==> config.mk <==
export PLATFORM = sky130hd
export DESIGN_NAME = fsps_sequencer
export DESIGN_NICKNAME = d
export VERILOG_FILES = /design/src/design/fsps_pkg.sv /design/src/design/fsps_sequencer.sv
export VERILOG_INCLUDE_DIRS = /design/src /design/src/design
export SDC_FILE = /design/constraint.sdc
export NUM_CORES = 2
export LEC_CHECK = 0
export BUFFER_PORTS_ARGS = -buffer_cell sky130_fd_sc_hd__buf_4
export CORE_UTILIZATION = 50
export DETAILED_ROUTE_END_ITERATION = 8
export HOLD_SLACK_MARGIN = 0.12
export PLACE_DENSITY = 0.66
export SYNTH_ARGS = -nofsm -noshare
export SYNTH_HDL_FRONTEND = slang
export SYNTH_SLANG_ARGS = --single-unit
==> constraint.sdc <==
create_clock -name clock -period 5.54 [get_ports clock]
set_input_delay 0.277 -clock clock [delete_from_list [all_inputs] [get_ports clock]]
set_output_delay 0.277 -clock clock [all_outputs]
set_load 0.005 [all_outputs]
==> src/design/fsps_cfg.svh <==
// Purpose: constants for the flash self-program sequencer
// Assumes: APB word registers, 200 MHz clock
// Notes: offsets are byte addresses
`ifndef FSPS_CFG_SVH
`define FSPS_CFG_SVH
`define FSPS_OFF_CTRL 12'h000
`define FSPS_OFF_ZPTR 12'h004
`define FSPS_OFF_EXT 12'h008
`define FSPS_OFF_DATA 12'h00C
`define FSPS_OFF_CMD 12'h010
`define FSPS_OFF_STAT 12'h014
`define FSPS_OFF_LOCK 12'h018
`define FSPS_OFF_RVEC 12'h01C
`define FSPS_OFF_RDAT 12'h020
`define FSPS_BIT_OPEN 0
`define FSPS_BIT_ERASE 1
`define FSPS_BIT_WRITE 2
`define FSPS_BIT_LOCK 3
`define FSPS_BIT_REEN 4
`define FSPS_BIT_BUSY 6
`define FSPS_BIT_IEN 7
`define FSPS_CMD_MASK 8'h7F
`define FSPS_CMD_LOAD 8'h01
`define FSPS_CMD_ERASE 8'h03
`define FSPS_CMD_WRITE 8'h05
`define FSPS_CMD_LOCK 8'h09
`define FSPS_CMD_REEN 8'h11
`define FSPS_WINDOW 4
`define FSPS_APP_VECTOR 16'h0000
`define FSPS_PROG_NS 3700
`define FSPS_CLK_MHZ 200
`define FSPS_PROG_CYC ((`FSPS_PROG_NS * `FSPS_CLK_MHZ + 999) / 1000)
`endif

==> src/design/fsps_pkg.sv <==
// Purpose: types for the flash self-program sequencer
// Assumes: nothing
// Notes: state and operation types only
package fsps_pkg;
  typedef enum logic [1:0] {FSPS_IDLE, FSPS_ARMED, FSPS_PROG} fsps_state_type;
  typedef enum logic [1:0] {FSPS_OP_NONE, FSPS_OP_ERASE, FSPS_OP_WRITE, FSPS_OP_LOCK} fsps_op_type;
endpackage

==> src/design/fsps_sequencer.sv <==
// Purpose: self-programming sequencer with page buffer, APB registers
// Assumes: store strobe from the core, one 200 MHz clock, sync reset
// Notes: flash array is outside; this block issues erase/write pulses
// Behaviour
// - Fuse selects application or boot reset vector
// - Fuse cannot be changed by software
// - Z word bits address slot, rest page
// - Address latched when operation starts
// - Lock set ignores Z and extension
// - Load instruction addresses flash bytes via Z0
// - Buffer words loadable in any order
// - Erase pattern plus store within four cycles
// - Blocked-section erase halts CPU
// - Load pattern plus store writes buffer word
// - Buffer clears on write, reenable, reset
// - EEPROM write discards loaded words
// - Write pattern plus store within four cycles
// - Blocked-section write halts CPU
// - Interrupt held while enable bit clear
// - Busy flag set, readable section blocked
// - Busy cleared only by reenable bit
// - Lock pattern plus store sets lock bits
`timescale 1ns/1ps
`include "fsps_cfg.svh"
module fsps_sequencer #(
  parameter int WORD_BITS = 7,
  parameter int PAGE_BITS = 9,
  parameter logic [15:0] BOOT_VECTOR = 16'hF000,
  parameter int PROG_CYCLES = `FSPS_PROG_CYC,
  parameter int RWW_PAGES = 448
) (
  input wire logic clock,
  input wire logic rst,
  input wire logic psel,
  input wire logic penable,
  input wire logic pwrite,
  input wire logic [11:0] paddr,
  input wire logic [31:0] pwdata,
  output logic pready,
  output logic [31:0] prdata,
  output logic pslverr,
  input wire logic bootResetFuse,
  input wire logic storeStrobe,
  input wire logic eepromWrite,
  output logic [15:0] resetVector,
  output logic cpuHalt,
  output logic readableBlocked,
  output logic flashErase,
  output logic flashWrite,
  output logic [PAGE_BITS-1:0] flashPage,
  output logic irq
);
  localparam int BUF_WORDS = 1 << WORD_BITS;
  // ==========================================================
  // Registers
  logic [7:0] ctrl_reg;
  logic [15:0] zptr_reg;
  logic [7:0] ext_reg;
  logic [15:0] data_reg;
  logic [5:0] lock_reg;
  logic [1:0] fuseMeta_reg, fuseSync_reg;
  logic [1:0] eeMeta_reg, eeSync_reg;
  logic [2:0] window_reg;
  logic [31:0] progCnt_reg;
  logic [PAGE_BITS-1:0] page_reg;
  logic busy_reg, halt_reg, irq_reg;
  logic [15:0] pageBuf [BUF_WORDS];
  logic [BUF_WORDS-1:0] loaded_reg;
  fsps_pkg::fsps_state_type state_reg;
  fsps_pkg::fsps_op_type op_reg;
  // ==========================================================
  // Bus decode
  wire access = psel && penable;
  wire wrCtrl = access && pwrite && paddr == `FSPS_OFF_CTRL;
  wire wrZ = access && pwrite && paddr == `FSPS_OFF_ZPTR;
  wire wrExt = access && pwrite && paddr == `FSPS_OFF_EXT;
  wire wrData = access && pwrite && paddr == `FSPS_OFF_DATA;
  wire mapped = paddr == `FSPS_OFF_CTRL || paddr == `FSPS_OFF_ZPTR ||
    paddr == `FSPS_OFF_EXT || paddr == `FSPS_OFF_DATA || paddr == `FSPS_OFF_CMD ||
    paddr == `FSPS_OFF_STAT || paddr == `FSPS_OFF_LOCK || paddr == `FSPS_OFF_RVEC ||
    paddr == `FSPS_OFF_RDAT;
  wire [7:0] cmdBits = ctrl_reg & `FSPS_CMD_MASK;
  wire [7:0] wrCmd = pwdata[7:0] & `FSPS_CMD_MASK;
  // Store strobe is a core pulse on this clock
  wire storeHit = storeStrobe && state_reg == fsps_pkg::FSPS_ARMED;
  wire doLoad = storeHit && cmdBits == `FSPS_CMD_LOAD;
  wire doErase = storeHit && cmdBits == `FSPS_CMD_ERASE;
  wire doWrite = storeHit && cmdBits == `FSPS_CMD_WRITE;
  wire doLock = storeHit && cmdBits == `FSPS_CMD_LOCK;
  wire doReen = storeHit && cmdBits == `FSPS_CMD_REEN;
  // Last of the four store cycles after the control write, counted from zero
  wire timeout = state_reg == fsps_pkg::FSPS_ARMED && !storeStrobe &&
    window_reg == 3'(`FSPS_WINDOW - 1);
  wire progDone = state_reg == fsps_pkg::FSPS_PROG && progCnt_reg == 32'(PROG_CYCLES - 1);
  // Page from extension and Z high bits, word from Z low bits
  wire [23:0] fullAddr = {ext_reg, zptr_reg};
  wire [WORD_BITS-1:0] wordSel = fullAddr[WORD_BITS:1];
  wire [PAGE_BITS-1:0] pageSel = fullAddr[WORD_BITS+PAGE_BITS:WORD_BITS+1];
  // EEPROM write also beats a load that lands while it runs
  wire clearBuf = doReen || (progDone && op_reg == fsps_pkg::FSPS_OP_WRITE) ||
    eeSync_reg[1];
  // Byte read of buffer, Z0 picks high or low; an unloaded slot reads zero
  wire [15:0] rdWord = loaded_reg[wordSel] ? pageBuf[wordSel] : 16'h0000;
  wire [7:0] rdByte = zptr_reg[0] ? rdWord[15:8] : rdWord[7:0];
  wire [7:0] stat = {ctrl_reg[7], busy_reg, 1'b0, ctrl_reg[4:0]};
  wire [31:0] rdMux =
    paddr == `FSPS_OFF_CTRL ? {24'h000000, stat} :
    paddr == `FSPS_OFF_ZPTR ? {16'h0000, zptr_reg} :
    paddr == `FSPS_OFF_EXT ? {24'h000000, ext_reg} :
    paddr == `FSPS_OFF_DATA ? {16'h0000, data_reg} :
    paddr == `FSPS_OFF_STAT ? {24'h000000, stat} :
    paddr == `FSPS_OFF_LOCK ? {26'h0000000, lock_reg} :
    paddr == `FSPS_OFF_RVEC ? {16'h0000, resetVector} :
    paddr == `FSPS_OFF_RDAT ? {24'h000000, rdByte} : 32'h00000000;
  // ==========================================================
  // APB answer, no wait states: pready registered from the setup cycle
  always_ff @(posedge clock) begin
    if (rst) begin
      pready <= 1'b0;
      prdata <= 32'h00000000;
      pslverr <= 1'b0;
    end else begin
      pready <= psel && !penable;
      prdata <= rdMux;
      pslverr <= psel && !penable && !mapped;
    end
  end
  // Synchronisers for fuse and EEPROM write level
  always_ff @(posedge clock) begin
    if (rst) begin
      fuseMeta_reg <= 2'h3; // Unprogrammed level, no false boot vector
      fuseSync_reg <= 2'h3;
      eeMeta_reg <= 2'h0;
      eeSync_reg <= 2'h0;
    end else begin
      fuseMeta_reg <= {fuseMeta_reg[0], bootResetFuse};
      fuseSync_reg <= {fuseSync_reg[0], fuseMeta_reg[1]};
      eeMeta_reg <= {eeMeta_reg[0], eepromWrite};
      eeSync_reg <= {eeSync_reg[0], eeMeta_reg[1]};
    end
  end
  // Reset vector follows the fuse pin only, no software path
  always_ff @(posedge clock) begin
    if (rst) begin
      resetVector <= `FSPS_APP_VECTOR;
    end else begin
      resetVector <= fuseSync_reg[1] ? `FSPS_APP_VECTOR : BOOT_VECTOR;
    end
  end
  // Software data registers
  always_ff @(posedge clock) begin
    if (rst) begin
      zptr_reg <= 16'h0000;
      ext_reg <= 8'h00;
      data_reg <= 16'h0000;
    end else begin
      if (wrZ && pready) zptr_reg <= pwdata[15:0];
      if (wrExt && pready) ext_reg <= pwdata[7:0];
      if (wrData && pready) data_reg <= pwdata[15:0];
    end
  end
  // Control register and command sequencer
  always_ff @(posedge clock) begin
    if (rst) begin
      ctrl_reg <= 8'h00;
      state_reg <= fsps_pkg::FSPS_IDLE;
      window_reg <= 3'h0;
      op_reg <= fsps_pkg::FSPS_OP_NONE;
    end else begin
      unique case (state_reg)
        fsps_pkg::FSPS_IDLE: begin
          if (wrCtrl && pready) begin
            ctrl_reg <= {pwdata[7], 1'b0, 1'b0, wrCmd[4:0]};
            window_reg <= 3'h0;
            if (wrCmd[0] && !eeSync_reg[1]) state_reg <= fsps_pkg::FSPS_ARMED;
          end
        end
        fsps_pkg::FSPS_ARMED: begin
          window_reg <= window_reg + 3'h1;
          if (doErase || doWrite || doLock) begin
            state_reg <= fsps_pkg::FSPS_PROG;
            op_reg <= doErase ? fsps_pkg::FSPS_OP_ERASE :
              doWrite ? fsps_pkg::FSPS_OP_WRITE : fsps_pkg::FSPS_OP_LOCK;
          end else if (storeHit || timeout) begin
            ctrl_reg[4:0] <= 5'h00;
            state_reg <= fsps_pkg::FSPS_IDLE;
          end
          if (wrCtrl && pready) ctrl_reg[7] <= pwdata[7];
        end
        fsps_pkg::FSPS_PROG: begin
          if (progDone) begin
            ctrl_reg[4:0] <= 5'h00;
            state_reg <= fsps_pkg::FSPS_IDLE;
            op_reg <= fsps_pkg::FSPS_OP_NONE;
          end
          if (wrCtrl && pready) ctrl_reg[7] <= pwdata[7];
        end
      endcase
    end
  end
  // Programming timer, page latch, busy and halt
  always_ff @(posedge clock) begin
    if (rst) begin
      progCnt_reg <= 32'h00000000;
      page_reg <= '0;
      busy_reg <= 1'b0;
      halt_reg <= 1'b0;
    end else begin
      progCnt_reg <= state_reg == fsps_pkg::FSPS_PROG ? progCnt_reg + 32'h1 : 32'h0;
      if (doErase || doWrite) begin
        page_reg <= pageSel;
        busy_reg <= 1'b1;
        halt_reg <= 32'(pageSel) >= RWW_PAGES;
      end else if (progDone) begin
        halt_reg <= 1'b0;
      end
      if (doReen && !(doErase || doWrite)) busy_reg <= 1'b0;
    end
  end
  // Lock bits can only be programmed (cleared)
  always_ff @(posedge clock) begin
    if (rst) begin
      lock_reg <= 6'h3F;
    end else if (doLock) begin
      lock_reg <= lock_reg & {data_reg[5:2], 2'h3};
    end
  end
  // Page buffer, random word order
  always_ff @(posedge clock) begin
    if (rst || clearBuf) begin
      loaded_reg <= '0;
    end else if (doLoad) begin
      loaded_reg[wordSel] <= 1'b1;
    end
  end
  always_ff @(posedge clock) begin
    if (doLoad) pageBuf[wordSel] <= data_reg;
  end
  // Flash strobes and status outputs
  always_ff @(posedge clock) begin
    if (rst) begin
      flashErase <= 1'b0;
      flashWrite <= 1'b0;
      flashPage <= '0;
      cpuHalt <= 1'b0;
      readableBlocked <= 1'b0;
      irq <= 1'b0;
    end else begin
      flashErase <= progDone && op_reg == fsps_pkg::FSPS_OP_ERASE;
      flashWrite <= progDone && op_reg == fsps_pkg::FSPS_OP_WRITE;
      flashPage <= page_reg;
      cpuHalt <= halt_reg;
      readableBlocked <= busy_reg;
      irq <= ctrl_reg[7] && !ctrl_reg[0];
    end
  end
  // ==========================================================
  // Checks
  a_erase_sets_busy: assert property (@(posedge clock) disable iff (rst)
    doErase |=> busy_reg) else $error("erase did not set busy");
  a_busy_holds: assert property (@(posedge clock) disable iff (rst)
    busy_reg && !doReen |=> busy_reg) else $error("busy dropped without reenable");
  a_irq_level: assert property (@(posedge clock) disable iff (rst)
    ctrl_reg[7] && !ctrl_reg[0] |=> irq) else $error("interrupt not held");
  a_window_timeout: assert property (@(posedge clock) disable iff (rst)
    ($rose(state_reg == fsps_pkg::FSPS_ARMED) ##0 (!storeStrobe) [*4]) |=> !ctrl_reg[0])
    else $error("window did not close");
  a_page_latched: assert property (@(posedge clock) disable iff (rst)
    state_reg == fsps_pkg::FSPS_PROG && $past(state_reg) == fsps_pkg::FSPS_PROG
    |-> $stable(page_reg)) else $error("page changed mid operation");
  a_buffer_clear: assert property (@(posedge clock) disable iff (rst)
    doReen |=> loaded_reg == '0) else $error("buffer not cleared");
  a_vector_fuse: assert property (@(posedge clock) disable iff (rst)
    fuseSync_reg[1] |=> resetVector == `FSPS_APP_VECTOR) else $error("bad vector");
  a_halt_blocked: assert property (@(posedge clock) disable iff (rst)
    halt_reg |-> busy_reg) else $error("halt without busy");
  // Halt, busy, interrupt, buffer, blocked-section and lock checks
  a_halt_clears: assert property (@(posedge clock) disable iff (rst)
    progDone |=> !halt_reg)
    else $error("halt held after operation");
  a_reen_clears_busy: assert property (@(posedge clock) disable iff (rst)
    doReen |=> !busy_reg)
    else $error("busy not cleared by reenable");
  a_irq_quiet: assert property (@(posedge clock) disable iff (rst)
    ctrl_reg[0] |=> !irq)
    else $error("interrupt while enable set");
  a_ee_discard: assert property (@(posedge clock) disable iff (rst)
    eeSync_reg[1] |=> loaded_reg == '0)
    else $error("loaded words kept over EEPROM write");
  a_blocked_follows: assert property (@(posedge clock) disable iff (rst)
    busy_reg |=> readableBlocked)
    else $error("section not blocked while busy");
  a_lock_bits_sticky: assert property (@(posedge clock) disable iff (rst)
    (lock_reg & ~$past(lock_reg)) == 6'h00)
    else $error("lock bit returned to unprogrammed");
endmodule

Word level (Yosys, flattened, before mapping)
Memories as Yosys holds them, arrays and structs flattened. A register that Yosys moved wholly into a read port is not among the register bits.
Cells that the tools add are included.
Storage, ports and cells
  register bits after elaboration: 302
  RAM bits: 2048
  input port bits: 52
  memories: 1
  output and inout bits: 64
Operators by class
  equal/unequal tests: 27
  add/sub/neg operators: 2
  bitwise gates (word level): 3
  reduce and logical (&&, ||, !) cells: 62
  multiplexer cells: 40
  magnitude comparators: 3
Memory list
  pageBuf: depth 128, bits a word 16, rd ports 1, clocked after memory_dff 1, wr ports 1, line fsps_sequencer.sv:67  | logic [15:0] pageBuf [BUF_WORDS];
Operators with widths (number)
  16-bit two-way mux: 8
  128-bit bitwise OR: 1
  12-bit by 5-bit == test with 1-bit output, second input constant: 4
  32-bit by 1-bit adder with 32-bit output, second input constant: 1
  32-bit by 10-bit == test with 1-bit output, second input constant: 1
  8-bit two-way mux: 4
  1-bit logical AND: 27
  12-bit by 4-bit == test with 1-bit output, second input constant: 2
  5-bit two-way mux: 3
  5-bit case mux with 3 select lines: 1
  1-bit logical OR: 14
  2-bit two-way mux: 7
  7-bit two-way mux: 2
  12-bit by 3-bit == test with 1-bit output, second input constant: 1
  12-bit by 6-bit == test with 1-bit output, second input constant: 1
  12-bit logical NOT: 1
  9-bit >= comparator, second input constant: 1
  7-bit by 8-bit less-than comparator with 1-bit output, second input constant: 1
  1-bit two-way mux: 8
  2-bit != test, second input constant: 4
  4-bit AND reduction: 2
  2-bit OR reduction: 4
  8-bit OR reduction: 1
  1-bit binary-select mux with 7-bit select: 1
  25 further kinds: 37

Depth between registers and ports, before layout
  depth after elaboration: 12
  mapped depth: 13
  depth with buffers taken out: 10

Worst setup path after synthesis
Ideal clock, no wire load.
  kind: register to register
  start: register data_reg[4]
  end: register prdata[4]
  stages on the path, launching flop included: 6
  arrival time: 3187 ps
  setup slack: 2275 ps
  buffers on the path: 0
  cells stage by stage: dfxtp_1 o221ai_1 or4_1 a211oi_1 a31oi_1 nor3_1
On the way
  longest elaborated chain between the ends: 4
Ends and longest elaborated chain
  start, declared: line fsps_sequencer.sv:59  | logic [15:0] data_reg;
  start signal, assigned: line fsps_sequencer.sv:159  | if (wrData && pready) data_reg <= pwdata[15:0];
  16-bit two-way mux: line fsps_sequencer.sv:110  | paddr == `FSPS_OFF_DATA ? {16'h0000, data_reg} :
  16-bit two-way mux: line fsps_sequencer.sv:109  | paddr == `FSPS_OFF_EXT ? {24'h000000, ext_reg} :
  16-bit two-way mux: line fsps_sequencer.sv:108  | paddr == `FSPS_OFF_ZPTR ? {16'h0000, zptr_reg} :
  8-bit two-way mux: line fsps_sequencer.sv:107  | paddr == `FSPS_OFF_CTRL ? {24'h000000, stat} :
  end signal, assigned: line fsps_sequencer.sv:124  | prdata <= rdMux;
  end, declared: line fsps_sequencer.sv:40  | output logic [31:0] prdata,
Every way passes these cells.
A chain may end at the register's enable or synchronous reset.

==> key figures <==
Timing
  • Slew margin rel.: 11.9%
  • Fin crit period: 4.68 ns
  • Total negative setup slack: 0 ns
  • Fmax achieved: 0.214 GHz
  • Final Setup Violations: 0
  • Clock Skew: 0.0563 ns
  • Worst slew pin tran: 1.32 ns
  • Max Slew Vio Count: 0
  • Final Hold Viols: 0
  • RSZ-0062 raised after global routing: false
  • Final Cycle Share: 84.4%

Synth
  • Compound-Gate Fraction of Synth Area: 4.83%
  • Area leader, netlist: edfxtp_1
  • Avg Inst Size Synth: 18.9 sq um
  • Post-synth EDFFs: 2048
  • Ys async rst share: 0%
  • Mux cell area share after synthesis: 14.6%
  • Most common cell in the netlist: edfxtp_1
  • Post-Synth Adder-Cell Area: 0.0828%
  • Synth warnings: 0
  • Simple-gate share of the synthesized area: 3.88%
  • Syn Inst Count: 4784
  • Flip-flop and latch count after synthesis: 2324
  • Most common flop cell mapped by yosys: edfxtp_1
  • Sequential element share of the synthesized area: 73.9%
  • XOR/XNOR Fraction of Synth Area: 0.242%
  • Most common library cells after synthesis: 2048 x edfxtp_1, 395 x mux4_2, 319 x mux2i_1
  • Synth area leaders: edfxtp_1 68%, mux4_2 9.8%, dfxtp_1 6.1%
  • Post-Syn Area: 90600 sq um
  • Post-synthesis cell type count: 85
  • Share of the synthesized area in the top cell type: 67.8%
  • Dominant combinational cell family by area after synthesis: multiplexers

Drt
  • Routed wire per std cell: 32.2 um
  • Iter 0 DRT Violations: 6771
  • DR vias: 48676
  • Antenna-violating nets left: 0
  • DRC viols: 0
  • Routed Wire Length: 246000 um
  • Vias per inst: 6.38
  • Drt pass-1 iters: 6

Worst setup path
  • CP Buf/Inv Count: 3
  • Most frequent CP cell: buf_4
  • Crit Path Class: reg2reg
  • FF-to-FF path depth: 9
  • R2r endpoint: prdata[5]
  • CP Launch Type: flop
  • Highest cell delay on the worst timing path: 0.95 ns
  • Worst Path Arrival: 5.45 ns
  • Critical path's top delay family: simple AND/OR/NAND/NOR gates
  • Crit-path max FO: 40
  • Req. time, crit path: 6.31 ns
  • R2R Setup Slk: 0.86 ns
  • Crit path depth: 9
  • Slowest-stage cell, CP: nor3b_1
  • Setup crit end kind: flop
  • Cell Chain, Critical Path: buf_4, buf_4, nor3b_1, nand3_1, nand4_1, a211oi_1, o31ai_1, buf_4, a21oi_1
  • Crit path to: prdata[5]

Status
  • Outcome: completed

Clocking
  • Clk sinks: 2324
  • # H-tree levels: 4
  • Clock transition at path regs: 0.06 ns
  • CTS root buf: clkbuf_16
  • Clk_lat worst skew: 0.90 ns
  • CTS tree: built
  • Number of buffers created by CTS: 221
  • Clk buf depth: 3
  • Resized cells post-CTS: 0

Pwr
  • Leakage power: 28.3 nW
  • Power per cell area: 328 nW/um^2
  • Max VDD drop: 0.294 mV

Final layout
  • Design Area, Final: 102000 sq um
  • Area growth syn-to-layout: 12.5%
  • Final nets: 5136
  • Filler cells: 13300
  • Multi-input gate area: 22000 sq um
  • Flip-flop count of the largest register after layout: 2048
  • Register area: 67100 sq um
  • Fraction of layout cells with a size suffix above 1: 23.1%

Floorplanning
  • Core box area: 179000 sq um
  • DIE HEIGHT: 428 um
  • Starting Density: 50.6%
  • DIE WIDTH: 428 um
  • Io pins: 116
  • Rows: 155
  • Die ar.: 183000 sq um

Placed design
  • Area after DPL: 94500 sq um
  • Gp weighted congestion: 0.981
  • Port-buffer cells: 71
  • Dpl hpwl: 146000 um

GRT
  • Global-route wire length before repair: 346000 um
  • GRT Overall Usage: 26.9%
  • Largest net degree at the start of global routing: 111
  • Initial antenna violation count: 4
  • Vias in the first global route: 47391
  • GRT overflow: 0

Job
  • Max-cap viol count: 0

Min path
  • Hold Crit Start: pwdata[15]
  • Worst Hold Class: in2reg
## how the worst min path moves through the flow
stage / end / slack (ns) / cells past startpoint
5_1_grt: zptr_reg[11] / 0.22 / 4
6_report: zptr_reg[15] / 0.23 / 4
3_3_place_gp: resetVector[14] / 0.37 / 1
3_5_place_dp: resetVector[14] / 0.37 / 1
4_1_cts: zptr_reg[15] / 0.17 / 4
2_1_floorplan: pready / 0.36 / 1
## through the flow
| step | utilization [%] | hold WS [ns] | worst slack (ns) | instances | power, mW |
|---|---|---|---|---|---|
| after floorplan | - | 0.361 | 2.28 | 4811 | 19.2 |
| after global placement | 52.7 | 0.370 | 0.994 | 7167 | 19.2 |
| after detailed placement | 52.7 | 0.366 | 1.10 | 7167 | 19.2 |
| after CTS | 56.9 | 0.167 | 1.11 | 7625 | 33.6 |
| after global routing | 56.9 | 0.220 | 0.824 | 7625 | 34.3 |
| final | 56.9 | 0.225 | 0.865 | 7630 | 33.5 |
## layout make-up
type | count | area share (%)
clock inverters | 131 | 1.06
well taps | 2355 | 2.89
repair buffers | 345 | 2.80
flip-flops and latches | 2324 | 65.8
diodes | 5 | 0.0123
inverters | 16 | 0.0613
multi-input cells | 2170 | 21.5
clock buffers | 284 | 5.85
## cells by family after synthesis
| kind of cell | count (synthesis) |
|---|---|
| mux | 781 |
| other cells | 1 |
| flops | 2324 |
| simple gates | 718 |
| xor+xnor | 25 |
| compound gates | 612 |
| buf+inv | 317 |
| fa+ha+maj | 6 |
## cells in the final DEF (no fill, tap or decap), drive strengths merged, types with 43 or more instances in the layout
cell type,synthesis,layout
dfxtp,276,276
mux2i,319,319
clkinv,3,114
buf,217,302
o21a,129,129
mux4,420,420
nand3,45,45
clkbuf,84,284
edfxtp,2048,2048
nor2,230,230
a21oi,92,92
nand2,192,192
o21ai,59,59
nand4,48,48
dlygate4sd3,0,43
a22oi,119,119
## where the power goes
part	total, mW	internal [mW]	leakage, nW	switching (mW)
combinational	0.112	0.0437	6.96	0.0684
sequential	18.8	18.8	17.9	0.00105
clock	14.6	8.01	3.44	6.61
## metal layers
metal,global-route usage [%],vias to the layer above,wire length [um]
li1,-,20034,-
met1,37.9,25565,97800
met2,41.3,2676,114000
met3,6.41,401,25800
met4,8.98,0,8280
met5,0,-,0
## what timing repair did
action	4_1_cts	5_1_grt
hold buffers	43	0
buffers inserted	0	0
endpoints found under the hold margin	110	0
## worst reg2reg max path: cells and delay by family, from the launching register on
family | cells | cell delay, ns
AND/OR/NAND/NOR | 3 | 1.62
AO/OA/AOI/OAI | 3 | 0.87
buffers and inverters | 3 | 1.16
flip-flops | 1 | 0.92
Note: power is estimated with default switching activity, not from simulation.
